$ cat config.mk
export PLATFORM = sky130hd
export DESIGN_NAME = tscr_regs
export DESIGN_NICKNAME = d
export VERILOG_FILES = /design/src/hw/tscr_pkg.sv /design/src/hw/tscr_regs.sv /design/src/hw/tscr_i2c_slave.sv
export SDC_FILE = /design/constraint.sdc
export NUM_CORES = 1
export LEC_CHECK = 0
export BUFFER_PORTS_ARGS = -buffer_cell sky130_fd_sc_hd__buf_2
export CAP_MARGIN = 10
export CORE_AREA = 2 2 125 78
export DETAILED_ROUTE_END_ITERATION = 6
export DIE_AREA = 0 0 127 80
export HOLD_SLACK_MARGIN = 0.06
export PLACE_DENSITY = 0.75
export SKIP_CTS_REPAIR_TIMING = 1
export SLEW_MARGIN = 20
export SYNTH_ARGS = -nofsm -noshare
export SYNTH_HDL_FRONTEND = slang
export SYNTH_SLANG_ARGS = --single-unit
$ cat constraint.sdc
create_clock -name clk -period 2.9 [get_ports clk]
set_input_delay 0.145 -clock clk [delete_from_list [all_inputs] [get_ports clk]]
set_output_delay 0.145 -clock clk [all_outputs]
set_load 0.05 [all_outputs]
$ cat src/hw/tscr_pkg.sv
// constants and carrier types of the touch sensor control register bank
// ==========================================================
// What this block does
// - level 000 most sensitive, 111 least, 011 default
// - offset 05h holds ch7 6:4, ch6 2:0, reset 0x33
// - channels 4/5 level register, resets to 0x33
// - bit 7 at 06h selects fast-only, reset 0x80
// - speed clear plus sleep runs sleep; set runs continuous
// - software reset clears all digital logic but soft_rst_r and dreset_r, and I2C
// - bit 2 at 07h enables low-power sleep sensing
// - bit x at 08h renews channel x reference
// - bit x at 09h suspends channel x sensing
// - 0Ah reports two result bits per channel 0-3
package tscr_pkg;
  // ==========================================================
  // register offsets
  localparam logic [7:0] OFS_SENS45 = 8'h04;
  localparam logic [7:0] OFS_SENS67 = 8'h05;
  localparam logic [7:0] OFS_GENERAL_CONTROL_ONE = 8'h06;
  localparam logic [7:0] OFS_GENERAL_CONTROL_TWO = 8'h07;
  localparam logic [7:0] OFS_REFR = 8'h08;
  localparam logic [7:0] OFS_SUSP = 8'h09;
  localparam logic [7:0] OFS_RESULT = 8'h0A;

  // ==========================================================
  // reset values and writable masks
  localparam logic [7:0] RST_SENS = 8'h33;
  localparam logic [7:0] RST_GENERAL_CONTROL_ONE = 8'h80;
  localparam logic [7:0] RST_GENERAL_CONTROL_TWO = 8'h00;
  localparam logic [7:0] RST_REFR = 8'h00;
  localparam logic [7:0] RST_SUSP = 8'h00;
  localparam logic [7:0] RST_RESULT = 8'h00;
  localparam logic [7:0] MASK_SENS = 8'h77;
  localparam logic [7:0] MASK_GENERAL_CONTROL_ONE = 8'h80;
  localparam logic [7:0] MASK_GENERAL_CONTROL_TWO = 8'h04;
  localparam logic [7:0] READ_UNMAPPED = 8'h00;

  // ==========================================================
  // field positions
  localparam int SENS_HI_LSB = 4;
  localparam int SENS_LO_LSB = 0;
  localparam int SPEED_SELECT_BIT = 7;
  localparam int SOFT_RESET_BIT = 3;
  localparam int SLEEP_BIT = 2;
  localparam int RESULT_CH = 4;

  // ==========================================================
  // encodings
  localparam logic [2:0] LEVEL_HIGHEST = 3'h0;
  localparam logic [2:0] LEVEL_NORMAL = 3'h3;
  localparam logic [2:0] LEVEL_LOWEST = 3'h7;
  localparam logic [1:0] RES_NOT_TOUCHED = 2'h0;
  localparam logic [1:0] RES_TOUCHED = 2'h3;

  // ==========================================================
  // i2c framing
  localparam logic [3:0] BITS_PER_BYTE = 4'h8;
  localparam logic [3:0] BIT_MSB = 4'h7;

  // ==========================================================
  // carrier types
  typedef struct packed {
    logic wr;
    logic [7:0] addr;
    logic [7:0] data;
  } tscr_wr_t;

  typedef struct packed {
    logic [2:0] ch7;
    logic [2:0] ch6;
    logic [2:0] ch5;
    logic [2:0] ch4;
  } tscr_levels_t;

  typedef struct packed {
    logic speed_select;
    logic sleep_enable;
    logic sleep_run;
    logic fast_run;
  } tscr_mode_t;
endpackage

$ cat src/hw/tscr_regs.sv
// touch sensor control and status register bank behind an i2c port
`timescale 1ns/10ps
module tscr_regs #(
  parameter logic [6:0] DEV_ADDR = 7'h2A // value is arbitrary
) (
  input wire logic clk,
  input wire logic nrst,
  input wire logic scl,
  input wire logic sda_in,
  output logic sda_out,
  output logic sda_oe,
  input wire logic [3:0] touch_raw,
  output tscr_pkg::tscr_levels_t sens_levels,
  output tscr_pkg::tscr_mode_t scan_mode,
  output logic [7:0] ref_renew,
  output logic [7:0] ref_renew_strobe,
  output logic [7:0] channel_suspend,
  output logic [7:0] touch_result_low,
  output logic digital_reset
);
  tscr_pkg::tscr_wr_t wr;
  logic [7:0] rd_addr;
  logic [7:0] rd_data;
  logic rst_core_n;
  logic soft_rst_r;
  logic [7:0] sens45_r;
  logic [7:0] sens67_r;
  logic [7:0] general_control_one_r;
  logic [7:0] general_control_two_r;
  logic [7:0] refr_r;
  logic [7:0] strobe_r;
  logic [7:0] susp_r;
  logic [7:0] result_r;
  logic [3:0] touch_m_r;
  logic [3:0] touch_s_r;
  logic wr_sens45;
  logic wr_sens67;
  logic wr_general_control_one;
  logic wr_general_control_two;
  logic wr_refr;
  logic wr_susp;
  tscr_pkg::tscr_mode_t mode_r;
  logic dreset_r;

  function automatic logic hit(input tscr_pkg::tscr_wr_t w,
                               input logic [7:0] ofs);
    hit = w.wr && (w.addr == ofs);
  endfunction

  // ==========================================================
  // write decode; the result offset has no strobe, so host
  // writes there fall away
  assign wr_sens45 = hit(wr, tscr_pkg::OFS_SENS45);
  assign wr_sens67 = hit(wr, tscr_pkg::OFS_SENS67);
  assign wr_general_control_one = hit(wr, tscr_pkg::OFS_GENERAL_CONTROL_ONE);
  assign wr_general_control_two = hit(wr, tscr_pkg::OFS_GENERAL_CONTROL_TWO);
  assign wr_refr = hit(wr, tscr_pkg::OFS_REFR);
  assign wr_susp = hit(wr, tscr_pkg::OFS_SUSP);

  // ==========================================================
  // reset: software reset reaches every flop here but soft_rst_r and dreset_r, and the i2c port
  // the pulse lasts one cycle; every reset here is synchronous
  assign rst_core_n = nrst & ~soft_rst_r;

  // one-cycle pulse, cleared by itself so a read back shows zero
  always_ff @(posedge clk) begin
    if (!nrst) begin
      soft_rst_r <= 1'b0;
    end else begin
      soft_rst_r <= wr_general_control_two &&
                    wr.data[tscr_pkg::SOFT_RESET_BIT];
    end
  end

  always_ff @(posedge clk) begin
    if (!nrst) begin
      dreset_r <= 1'b1;
    end else begin
      dreset_r <= soft_rst_r;
    end
  end

  // ==========================================================
  // i2c port
  tscr_i2c_slave #(
    .DEV_ADDR(DEV_ADDR)
  ) u_i2c (
    .clk(clk),
    .rst_n(rst_core_n),
    .scl(scl),
    .sda_in(sda_in),
    .sda_out(sda_out),
    .sda_oe(sda_oe),
    .wr_req(wr),
    .rd_addr(rd_addr),
    .rd_data(rd_data)
  );

  // ==========================================================
  // sensitivity levels; reserved bits are dropped on write
  always_ff @(posedge clk) begin
    if (!rst_core_n) begin
      sens45_r <= tscr_pkg::RST_SENS;
      sens67_r <= tscr_pkg::RST_SENS;
    end else begin
      if (wr_sens45) begin
        sens45_r <= wr.data & tscr_pkg::MASK_SENS;
      end
      if (wr_sens67) begin
        sens67_r <= wr.data & tscr_pkg::MASK_SENS;
      end
    end
  end

  // ==========================================================
  // general control
  always_ff @(posedge clk) begin
    if (!rst_core_n) begin
      general_control_one_r <= tscr_pkg::RST_GENERAL_CONTROL_ONE;
      general_control_two_r <= tscr_pkg::RST_GENERAL_CONTROL_TWO;
    end else begin
      if (wr_general_control_one) begin
        general_control_one_r <= wr.data & tscr_pkg::MASK_GENERAL_CONTROL_ONE;
      end
      if (wr_general_control_two) begin
        // soft reset bit is not stored, it is never read back as one
        general_control_two_r <= wr.data & tscr_pkg::MASK_GENERAL_CONTROL_TWO;
      end
    end
  end

  // scan mode decided from speed select and sleep enable
  always_ff @(posedge clk) begin
    if (!rst_core_n) begin
      mode_r <= '0;
    end else begin
      mode_r.speed_select <= general_control_one_r[tscr_pkg::SPEED_SELECT_BIT];
      mode_r.sleep_enable <= general_control_two_r[tscr_pkg::SLEEP_BIT];
      mode_r.sleep_run <= ~general_control_one_r[tscr_pkg::SPEED_SELECT_BIT] &
                          general_control_two_r[tscr_pkg::SLEEP_BIT];
      mode_r.fast_run <= general_control_one_r[tscr_pkg::SPEED_SELECT_BIT];
    end
  end

  // ==========================================================
  // reference renewal: level held plus a strobe per written one
  // the level is for read back; the strobe starts the renewal
  always_ff @(posedge clk) begin
    if (!rst_core_n) begin
      refr_r <= tscr_pkg::RST_REFR;
      strobe_r <= tscr_pkg::RST_REFR;
    end else begin
      strobe_r <= tscr_pkg::RST_REFR;
      if (wr_refr) begin
        refr_r <= wr.data;
        strobe_r <= wr.data;
      end
    end
  end

  // ==========================================================
  // channel suspend
  always_ff @(posedge clk) begin
    if (!rst_core_n) begin
      susp_r <= tscr_pkg::RST_SUSP;
    end else if (wr_susp) begin
      susp_r <= wr.data;
    end
  end

  // ==========================================================
  // touch results; raw detector levels come from another domain
  // each bit is a lone level, so a plain two-flop chain is enough
  always_ff @(posedge clk) begin
    if (!rst_core_n) begin
      touch_m_r <= 4'h0;
      touch_s_r <= 4'h0;
    end else begin
      touch_m_r <= touch_raw;
      touch_s_r <= touch_m_r;
    end
  end

  // a suspended channel keeps its last result instead of sensing;
  // host writes never reach this register
  always_ff @(posedge clk) begin
    if (!rst_core_n) begin
      result_r <= tscr_pkg::RST_RESULT;
    end else begin
      for (int i = 0; i < tscr_pkg::RESULT_CH; i++) begin
        if (!susp_r[i]) begin
          result_r[2*i +: 2] <= touch_s_r[i] ? tscr_pkg::RES_TOUCHED
                                : tscr_pkg::RES_NOT_TOUCHED;
        end
      end
    end
  end

  // ==========================================================
  // read decode; unmapped offsets read as zero
  always_comb begin
    case (rd_addr)
      tscr_pkg::OFS_SENS45: rd_data = sens45_r;
      tscr_pkg::OFS_SENS67: rd_data = sens67_r;
      tscr_pkg::OFS_GENERAL_CONTROL_ONE: rd_data = general_control_one_r;
      tscr_pkg::OFS_GENERAL_CONTROL_TWO: rd_data = general_control_two_r;
      tscr_pkg::OFS_REFR: rd_data = refr_r;
      tscr_pkg::OFS_SUSP: rd_data = susp_r;
      tscr_pkg::OFS_RESULT: rd_data = result_r;
      default: rd_data = tscr_pkg::READ_UNMAPPED;
    endcase
  end

  // ==========================================================
  // outputs
  assign sens_levels.ch7 = sens67_r[tscr_pkg::SENS_HI_LSB +: 3];
  assign sens_levels.ch6 = sens67_r[tscr_pkg::SENS_LO_LSB +: 3];
  assign sens_levels.ch5 = sens45_r[tscr_pkg::SENS_HI_LSB +: 3];
  assign sens_levels.ch4 = sens45_r[tscr_pkg::SENS_LO_LSB +: 3];
  assign scan_mode = mode_r;
  assign ref_renew = refr_r;
  assign ref_renew_strobe = strobe_r;
  assign channel_suspend = susp_r;
  assign touch_result_low = result_r;
  assign digital_reset = dreset_r;
endmodule

$ cat src/hw/tscr_i2c_slave.sv
// i2c slave that turns bus transfers into register writes and reads
`timescale 1ns/10ps
module tscr_i2c_slave #(
  parameter logic [6:0] DEV_ADDR = 7'h2A // value is arbitrary
) (
  input wire logic clk,
  input wire logic rst_n,
  input wire logic scl,
  input wire logic sda_in,
  output logic sda_out,
  output logic sda_oe,
  output tscr_pkg::tscr_wr_t wr_req,
  output logic [7:0] rd_addr,
  input wire logic [7:0] rd_data
);
  typedef enum logic [2:0] {
    ST_IDLE, ST_ADDR, ST_ADDR_ACK, ST_WRITE, ST_WRITE_ACK, ST_READ,
    ST_READ_ACK
  } tscr_i2c_st_t;

  tscr_i2c_st_t state_r;
  logic scl_m_r, scl_s_r, scl_d_r;
  logic sda_m_r, sda_s_r, sda_d_r;
  logic [7:0] shift_r;
  logic [7:0] tx_r;
  logic [7:0] ptr_r;
  logic [3:0] cnt_r;
  logic rw_r, first_r, nack_r;
  logic sda_out_r, sda_oe_r;
  tscr_pkg::tscr_wr_t wr_r;
  logic scl_rise, scl_fall, start_seen, stop_seen;

  // ==========================================================
  // pin synchronisers; the second and third stages are looked at
  always_ff @(posedge clk) begin
    if (!rst_n) begin
      scl_m_r <= 1'b1;
      scl_s_r <= 1'b1;
      scl_d_r <= 1'b1;
      sda_m_r <= 1'b1;
      sda_s_r <= 1'b1;
      sda_d_r <= 1'b1;
    end else begin
      scl_m_r <= scl;
      scl_s_r <= scl_m_r;
      scl_d_r <= scl_s_r;
      sda_m_r <= sda_in;
      sda_s_r <= sda_m_r;
      sda_d_r <= sda_s_r;
    end
  end

  assign scl_rise = scl_s_r & ~scl_d_r;
  assign scl_fall = ~scl_s_r & scl_d_r;
  assign start_seen = scl_s_r & scl_d_r & sda_d_r & ~sda_s_r;
  assign stop_seen = scl_s_r & scl_d_r & ~sda_d_r & sda_s_r;

  // ==========================================================
  // byte engine: sample on scl rise, drive on scl fall
  always_ff @(posedge clk) begin
    if (!rst_n) begin
      state_r <= ST_IDLE;
      shift_r <= 8'h00;
      tx_r <= 8'h00;
      ptr_r <= 8'h00;
      cnt_r <= 4'h0;
      rw_r <= 1'b0;
      first_r <= 1'b0;
      nack_r <= 1'b0;
      sda_oe_r <= 1'b0;
      wr_r <= '0;
    end else begin
      wr_r.wr <= 1'b0;
      if (start_seen) begin
        state_r <= ST_ADDR;
        cnt_r <= 4'h0;
        sda_oe_r <= 1'b0;
      end else if (stop_seen) begin
        state_r <= ST_IDLE;
        sda_oe_r <= 1'b0;
      end else if (scl_rise) begin
        if (state_r == ST_ADDR || state_r == ST_WRITE) begin
          shift_r <= {shift_r[6:0], sda_s_r};
        end
        if (state_r == ST_ADDR || state_r == ST_WRITE ||
            state_r == ST_READ) begin
          cnt_r <= cnt_r + 4'h1;
        end
        if (state_r == ST_READ_ACK) begin
          nack_r <= sda_s_r;
        end
      end else if (scl_fall) begin
        case (state_r)
          ST_ADDR: begin
            if (cnt_r == tscr_pkg::BITS_PER_BYTE) begin
              if (shift_r[7:1] == DEV_ADDR) begin
                state_r <= ST_ADDR_ACK;
                rw_r <= shift_r[0];
                sda_oe_r <= 1'b1;
              end else begin
                state_r <= ST_IDLE;
              end
            end
          end
          ST_ADDR_ACK: begin
            cnt_r <= 4'h0;
            first_r <= 1'b1;
            if (rw_r) begin
              state_r <= ST_READ;
              tx_r <= rd_data;
              sda_oe_r <= ~rd_data[7];
            end else begin
              state_r <= ST_WRITE;
              sda_oe_r <= 1'b0;
            end
          end
          ST_WRITE: begin
            if (cnt_r == tscr_pkg::BITS_PER_BYTE) begin
              state_r <= ST_WRITE_ACK;
              sda_oe_r <= 1'b1;
              if (first_r) begin
                ptr_r <= shift_r;
              end else begin
                wr_r.wr <= 1'b1;
                wr_r.addr <= ptr_r;
                wr_r.data <= shift_r;
                ptr_r <= ptr_r + 8'h01;
              end
            end
          end
          ST_WRITE_ACK: begin
            state_r <= ST_WRITE;
            sda_oe_r <= 1'b0;
            cnt_r <= 4'h0;
            first_r <= 1'b0;
          end
          ST_READ: begin
            if (cnt_r == tscr_pkg::BITS_PER_BYTE) begin
              state_r <= ST_READ_ACK;
              sda_oe_r <= 1'b0;
              ptr_r <= ptr_r + 8'h01;
            end else begin
              sda_oe_r <= ~tx_r[3'(tscr_pkg::BIT_MSB - cnt_r)];
            end
          end
          ST_READ_ACK: begin
            cnt_r <= 4'h0;
            if (nack_r) begin
              state_r <= ST_IDLE;
            end else begin
              state_r <= ST_READ;
              tx_r <= rd_data;
              sda_oe_r <= ~rd_data[7];
            end
          end
          default: begin
            state_r <= ST_IDLE;
            sda_oe_r <= 1'b0;
          end
        endcase
      end
    end
  end

  // open drain: the line is only ever pulled low
  always_ff @(posedge clk) begin
    if (!rst_n) begin
      sda_out_r <= 1'b0;
    end else begin
      sda_out_r <= 1'b0;
    end
  end

  assign sda_out = sda_out_r;
  assign sda_oe = sda_oe_r;
  assign wr_req = wr_r;
  assign rd_addr = ptr_r;
endmodule

# --- Yosys cells after proc, flatten, opt, wreduce, memory -nomap -nowiden ---
# Cells that the tools add are included.
# W data, S select, Z words.
totals:
  regBits: 117
  wordCells: 167
  out_inout_bits: 51
op_classes:
  eq_ne: 32
  bitwise_logic: 25
  n_mux: 38
  magnitude_cmp: 1
  add_sub_neg: 3
  reduce_logical: 31
op_table:
  columns: ["cell", "count"]
  rows:
  - ["$eq A8 B3 Y1 const B", 8]
  - ["$pmux W8 S7", 1]
  - ["$eq A8 B4 Y1 const B", 5]
  - ["$mux W8", 5]
  - ["$pmux W8 S2", 2]
  - ["$reduce_and A7 Y1", 4]
  - ["$pmux W3 S6", 1]
  - ["$mux W17", 1]
  - ["$mux W4", 4]
  - ["$not A1 Y1", 16]
  - ["$mux W3", 5]
  - ["$reduce_and A5 Y1", 3]
  - ["$ne A2 B2 Y1 const B", 6]
  - ["$ne A4 B2 Y1 const B", 3]
  - ["$reduce_and A4 Y1", 3]
  - ["$mux W1", 11]
  - ["$mux W2", 5]
  - ["$reduce_bool A2 Y1", 5]
  - ["$and A1 B1 Y1", 9]
  - ["$eq A3 B3 Y1 const B", 3]
  - ["$add A8 B1 Y8 const B", 1]
  - ["$eq A7 B6 Y1 const B", 1]
  - ["$logic_and A1 B1 Y1", 7]
  - ["$reduce_or A7 Y1", 1]
  - ["other kinds (17)", 20]

# --- Logic depth before layout (Yosys ltp) ---
logic_depth:
  word_depth: 8
  mapped_depth: 10
  mapped_depth_nobuf: 7

# --- Modules after synthesis ---
# Synthesis repeated with hierarchy kept, for this count alone.
unflattened:
  cells_unflattened: 543
  area_unflattened_um2: 4986.0
modules_own_cells:
  columns: ["mod", "area_per_inst_um2", "cells_each", "instances", "seq_area_each_um2"]
  rows:
  - ["tscr_i2c_slave", 2673.8, 312, 1, 1161.1]
  - ["tscr_regs", 2312.2, 231, 1, 1101.1]

# --- Worst setup path after synthesis ---
# OpenSTA, ideal clock, no wires.
synth_path:
  kind: "reg2reg"
  start: "register u_i2c.ptr_r[4] (netlist: u_i2c.rd_addr[4])"
  end: "register u_i2c.tx_r[3]"
  n_path_buf: 2
  period_less_slack_ns: 2.135
  path_stages_with_launch: 8
  path_slack_ns: 0.765
  t_arrival_ns: 2.050
  cell_sequence: "dfxtp_1 -> or4_4 -> nor3b_2 -> buf_4 -> nor2_2 -> or4_1 -> buf_2 -> o31ai_2"
synth_via:
  elab_chain_len: 4
  word_cells_on_any_way: 11
  cone_classes: "7 x eq/ne; 4 x mux"
synth_lines:
  columns: ["item", "line", "source"]
  rows:
  - ["start: declaration", "tscr_i2c_slave.sv:26", "logic [7:0] ptr_r;"]
  - ["start signal: assignment", "tscr_i2c_slave.sv:122", "ptr_r <= shift_r;"]
  - ["start signal: assignment", "tscr_i2c_slave.sv:127", "ptr_r <= ptr_r + 8'h01;"]
  - ["start signal: assignment", "tscr_i2c_slave.sv:141", "ptr_r <= ptr_r + 8'h01;"]
  - ["$eq A8 B4 Y1 / $eq A8 B3 Y1 (equally long branches)", "tscr_regs.sv:202", "case (rd_addr)"]
  - ["$pmux W8 S7 *", "tscr_regs.sv:202", null]
  - ["$mux W8, on equally long branches", "tscr_i2c_slave.sv:148, tscr_i2c_slave.sv:108", null]
  - ["$pmux W8 S2 *", "tscr_i2c_slave.sv:93", "case (state_r)"]
  - ["end signal: assignment", "tscr_i2c_slave.sv:110", "tx_r <= rd_data;"]
  - ["end signal: assignment", "tscr_i2c_slave.sv:152", "tx_r <= rd_data;"]
  - ["end: declaration", "tscr_i2c_slave.sv:25", "logic [7:0] tx_r;"]
# Mark *: on every way between the ends. The rest lies on a longest branch, timed or not. The select of a mux whose other input is x is not followed.
# A chain may end at the register's enable or synchronous reset.

# --- Worst setup path in the final report ---
layout_path:
  start: "register u_i2c.ptr_r[7] (netlist: u_i2c.rd_addr[7])"
  end: "register u_i2c.tx_r[3]"
# Same word-level chain as after synthesis.

==> run metrics <==
CTS tree=yes; vias in the first global route=about 3.9k; multi-input logic area=between 2000 and 2500 sq um; Setup crit start=u_i2c.rd_addr[7]$_SDFFE_PN0P_; unrepaired setup endpoints after global routing=no; vias=4,208; Reg clk slew, reported paths=~0.050 ns; share of layout cells above drive strength 1=between 10% and 20%; measured slew at the worst slew-check pin=0.667 ns; CTS Buffer Depth=2; Critical Path Fanout Max=11; max cap viols=0; Placed Instance Area=5170 sq um; all-layer global routing usage=26.4%; period utilization=~83%; CTS sink cnt=113; startpoint type of the worst setup path=flip-flop; final net count=approximately 600; Filler cells=702; Detailed Route Iter0 Violations=between 300 and 400; status=complete, no violations; total die area=10,200 sq um; n_diodes=0; PwrDens=between 600 and 700 nW/um^2; Final Wtd Congestion=just over 0.9; ys flop type=dfxtp_1; Vias/cell=~6; Synth area leader=dfxtp_1; drt pass-1 iters=6; FF+latch area=2260 sq um; Final Skew=just under 0.008 ns; hold path cells=1; Worst Hold Launch=u_i2c.scl_m_r$_SDFF_PN1_; Die H=~80 um; count of different cell masters after synthesis=58; Hold WC Path Type=reg2reg; R2R setup slack=~0.5 ns; num rows=27; synthesized area=roughly 4800 sq um; P&R area growth vs syn=21.2%; final WL=approximately 13 mm; Crit Path Class=reg2reg; largest net degree at the start of global routing=64; antenna violations before repair=0; syn nets=about 540; R2R depth=6; Final Hold Fails=0; setup violators final=0; Synth Instances=around 530; DR DRC count=0; worst r2r dst=u_i2c.tx_r[3]$_SDFFE_PN0P_; first-pass GRT wire length=20.4 mm; worst skew pair latency=approximately 0.42 ns; Synth warnings=0; Tmin final=approximately 2.4 ns; Min-Delay Endpoint=u_i2c.scl_s_r$_SDFF_PN1_; H-tree depth=4; top cell type's share of synthesized area=a little under half; Util after Layout=between 60% and 70%; TNS Setup=0 ns; Max-slew headroom=55.5%; WP data arrival=between 2 and 3 ns; Max Slew Vio Count=0; Async S/R FF share, synth=0%; Worst Path Required=between 3 and 4 ns; Port Buffers=57; hpwl dp=just under 9 mm; Critical Path Sink Type=flip-flop; Post-Layout Inst Area=roughly 5900 sq um; DR WL/cell=between 15 and 20 um; Starting Density=53.8%; Seq/Total Area, Yosys=between 40% and 50%; FF+latch count, synth=between 100 and 150; cts bufs inserted=17; Lkg Pwr=about 2.3 nW; EDFF count, synth=0; Max Fclk=roughly 410 MHz; mean post-synth cell area=~9.2 sq um; VDD IR max=~0.0005 V; Core ar.=roughly 9000 sq um; Synth area leaders=dfxtp_1 47%, mux2i_1 11%, nor2_1 4.6%; Root Buffer=clkbuf_16; reg2reg start=u_i2c.rd_addr[7]$_SDFFE_PN0P_; antenna-violating nets left=0; I/O pin count=just under 60; Die X-Extent=between 100 and 150 um; Overflow after GRT=0
[through the flow]
| step | hold WS [ns] | std cells | total power [mW] | setup WS, ns |
|---|---|---|---|---|
| floorplan | 0.246 | 528 | 1.68 | 0.765 |
| global placement | 0.327 | 671 | 1.70 | 0.608 |
| detailed placement | 0.338 | 671 | 1.71 | 0.509 |
| CTS | -0.0908 | 703 | 3.84 | 0.490 |
| global route | 0.420 | 710 | 3.92 | 0.376 |
| finish | 0.404 | 710 | 3.84 | 0.487 |
[cells in the mapped netlist, types with 4 or more instances]
library cell / count
ha_1: 6
buf_4: 7
nand3_1: 11
clkbuf_1: 26
o31ai_1: 6
a21oi_1: 29
and3_1: 16
nor2b_1: 13
o21ai_0: 23
a22o_1: 6
nand3b_1: 7
nand2b_1: 11
a211oi_1: 4
inv_1: 7
mux2i_1: 51
a222oi_1: 5
nor3_1: 6
and2_1: 13
nand2_1: 49
dfxtp_1: 113
nor2_1: 59
[worst max path at each step]
stage,end,slack (ns),cells past startpoint
2_1_floorplan,u_i2c.tx_r[3]$_SDFFE_PN0P_,0.76,7
4_1_cts,u_i2c.tx_r[3]$_SDFFE_PN0P_,0.49,6
6_report,u_i2c.tx_r[3]$_SDFFE_PN0P_,0.49,6
3_5_place_dp,u_i2c.tx_r[3]$_SDFFE_PN0P_,0.51,6
3_3_place_gp,u_i2c.tx_r[3]$_SDFFE_PN0P_,0.61,6
5_1_grt,u_i2c.rd_addr[2]$_SDFFE_PN0P_,0.38,5
[layout make-up]
| cell class | instances | area share (%) |
|---|---|---|
| flip-flops and latches | 113 | 38.6 |
| well taps | 116 | 2.48 |
| repair buffers | 73 | 7.21 |
| multi-input cells | 368 | 40.6 |
| inverters | 8 | 0.512 |
| clock buffers | 20 | 7.96 |
| clock inverters | 12 | 2.69 |
[flip-flops by register name, indices dropped and copies added (netlist names), 3 cells and up]
name	count
u_i2c.cnt_r	4
touch_result_low	4
sens67_r	6
scan_mode	3
touch_m_r	4
u_i2c.shift_r	8
ref_renew_strobe	8
ref_renew	8
sens45_r	6
u_i2c.state_r	3
u_i2c.wr_req	17
touch_s_r	4
u_i2c.tx_r	8
channel_suspend	8
u_i2c.rd_addr	8
[placed cells by master (no fill, tap or decap), types with 4 or more instances in the layout]
cell type and n:
ha_1 6, a211oi_1 4, nor2b_1 12, and3_1 16, inv_1 7, a222oi_1 5, dlygate4sd3_1 7, nor3_1 6
nand3b_1 7, nand3_1 11, mux2i_1 51, o31ai_1 6, nor2_1 59, o21ai_0 23, buf_2 57, dfxtp_1 113
a22o_1 6, buf_4 9, clkinvlp_4 6, a21oi_1 29, and2_1 13, nand2_1 49, clkbuf_16 17, nand2b_1 11
[worst max-delay path, cell delays in order, from the launching register on]
cell and delay (ns):
dfxtp_1 0.36, or4_4 0.60, nor3b_2 0.17, buf_4 0.20, a2111oi_0 0.11, or4_1 0.64, o31ai_2 0.25
[kinds of logic (layout without fill, tap and decap cells)]
logic type,Yosys count,after routing,share of synthesized area (%)
compound gates,99,99,13.4
xor+xnor,3,3,0.543
fa+ha+maj,6,6,1.55
buf+inv,47,113,4.27
flops,113,113,46.8
mux,53,53,11.5
other cells,1,1,0.0775
simple gates,206,206,21.9
[where the power goes]
part	total, mW	internal, mW	switching, mW	leakage [nW]
logic	0.105	0.0318	0.0729	1.14
registers	1.58	1.57	0.00944	0.914
clock network	2.16	1.42	0.747	0.286
total	3.84	3.02	0.829	2.34
[metal layers]
layer / track usage, % / part of all wire [%]
met2: 38.4 / 42
met3: 7.10 / 9.2
met4: 11.9 / 2.1
met5: 0 / 0
met1: 36.6 / 46
Power figures use the tool's default switching activity.
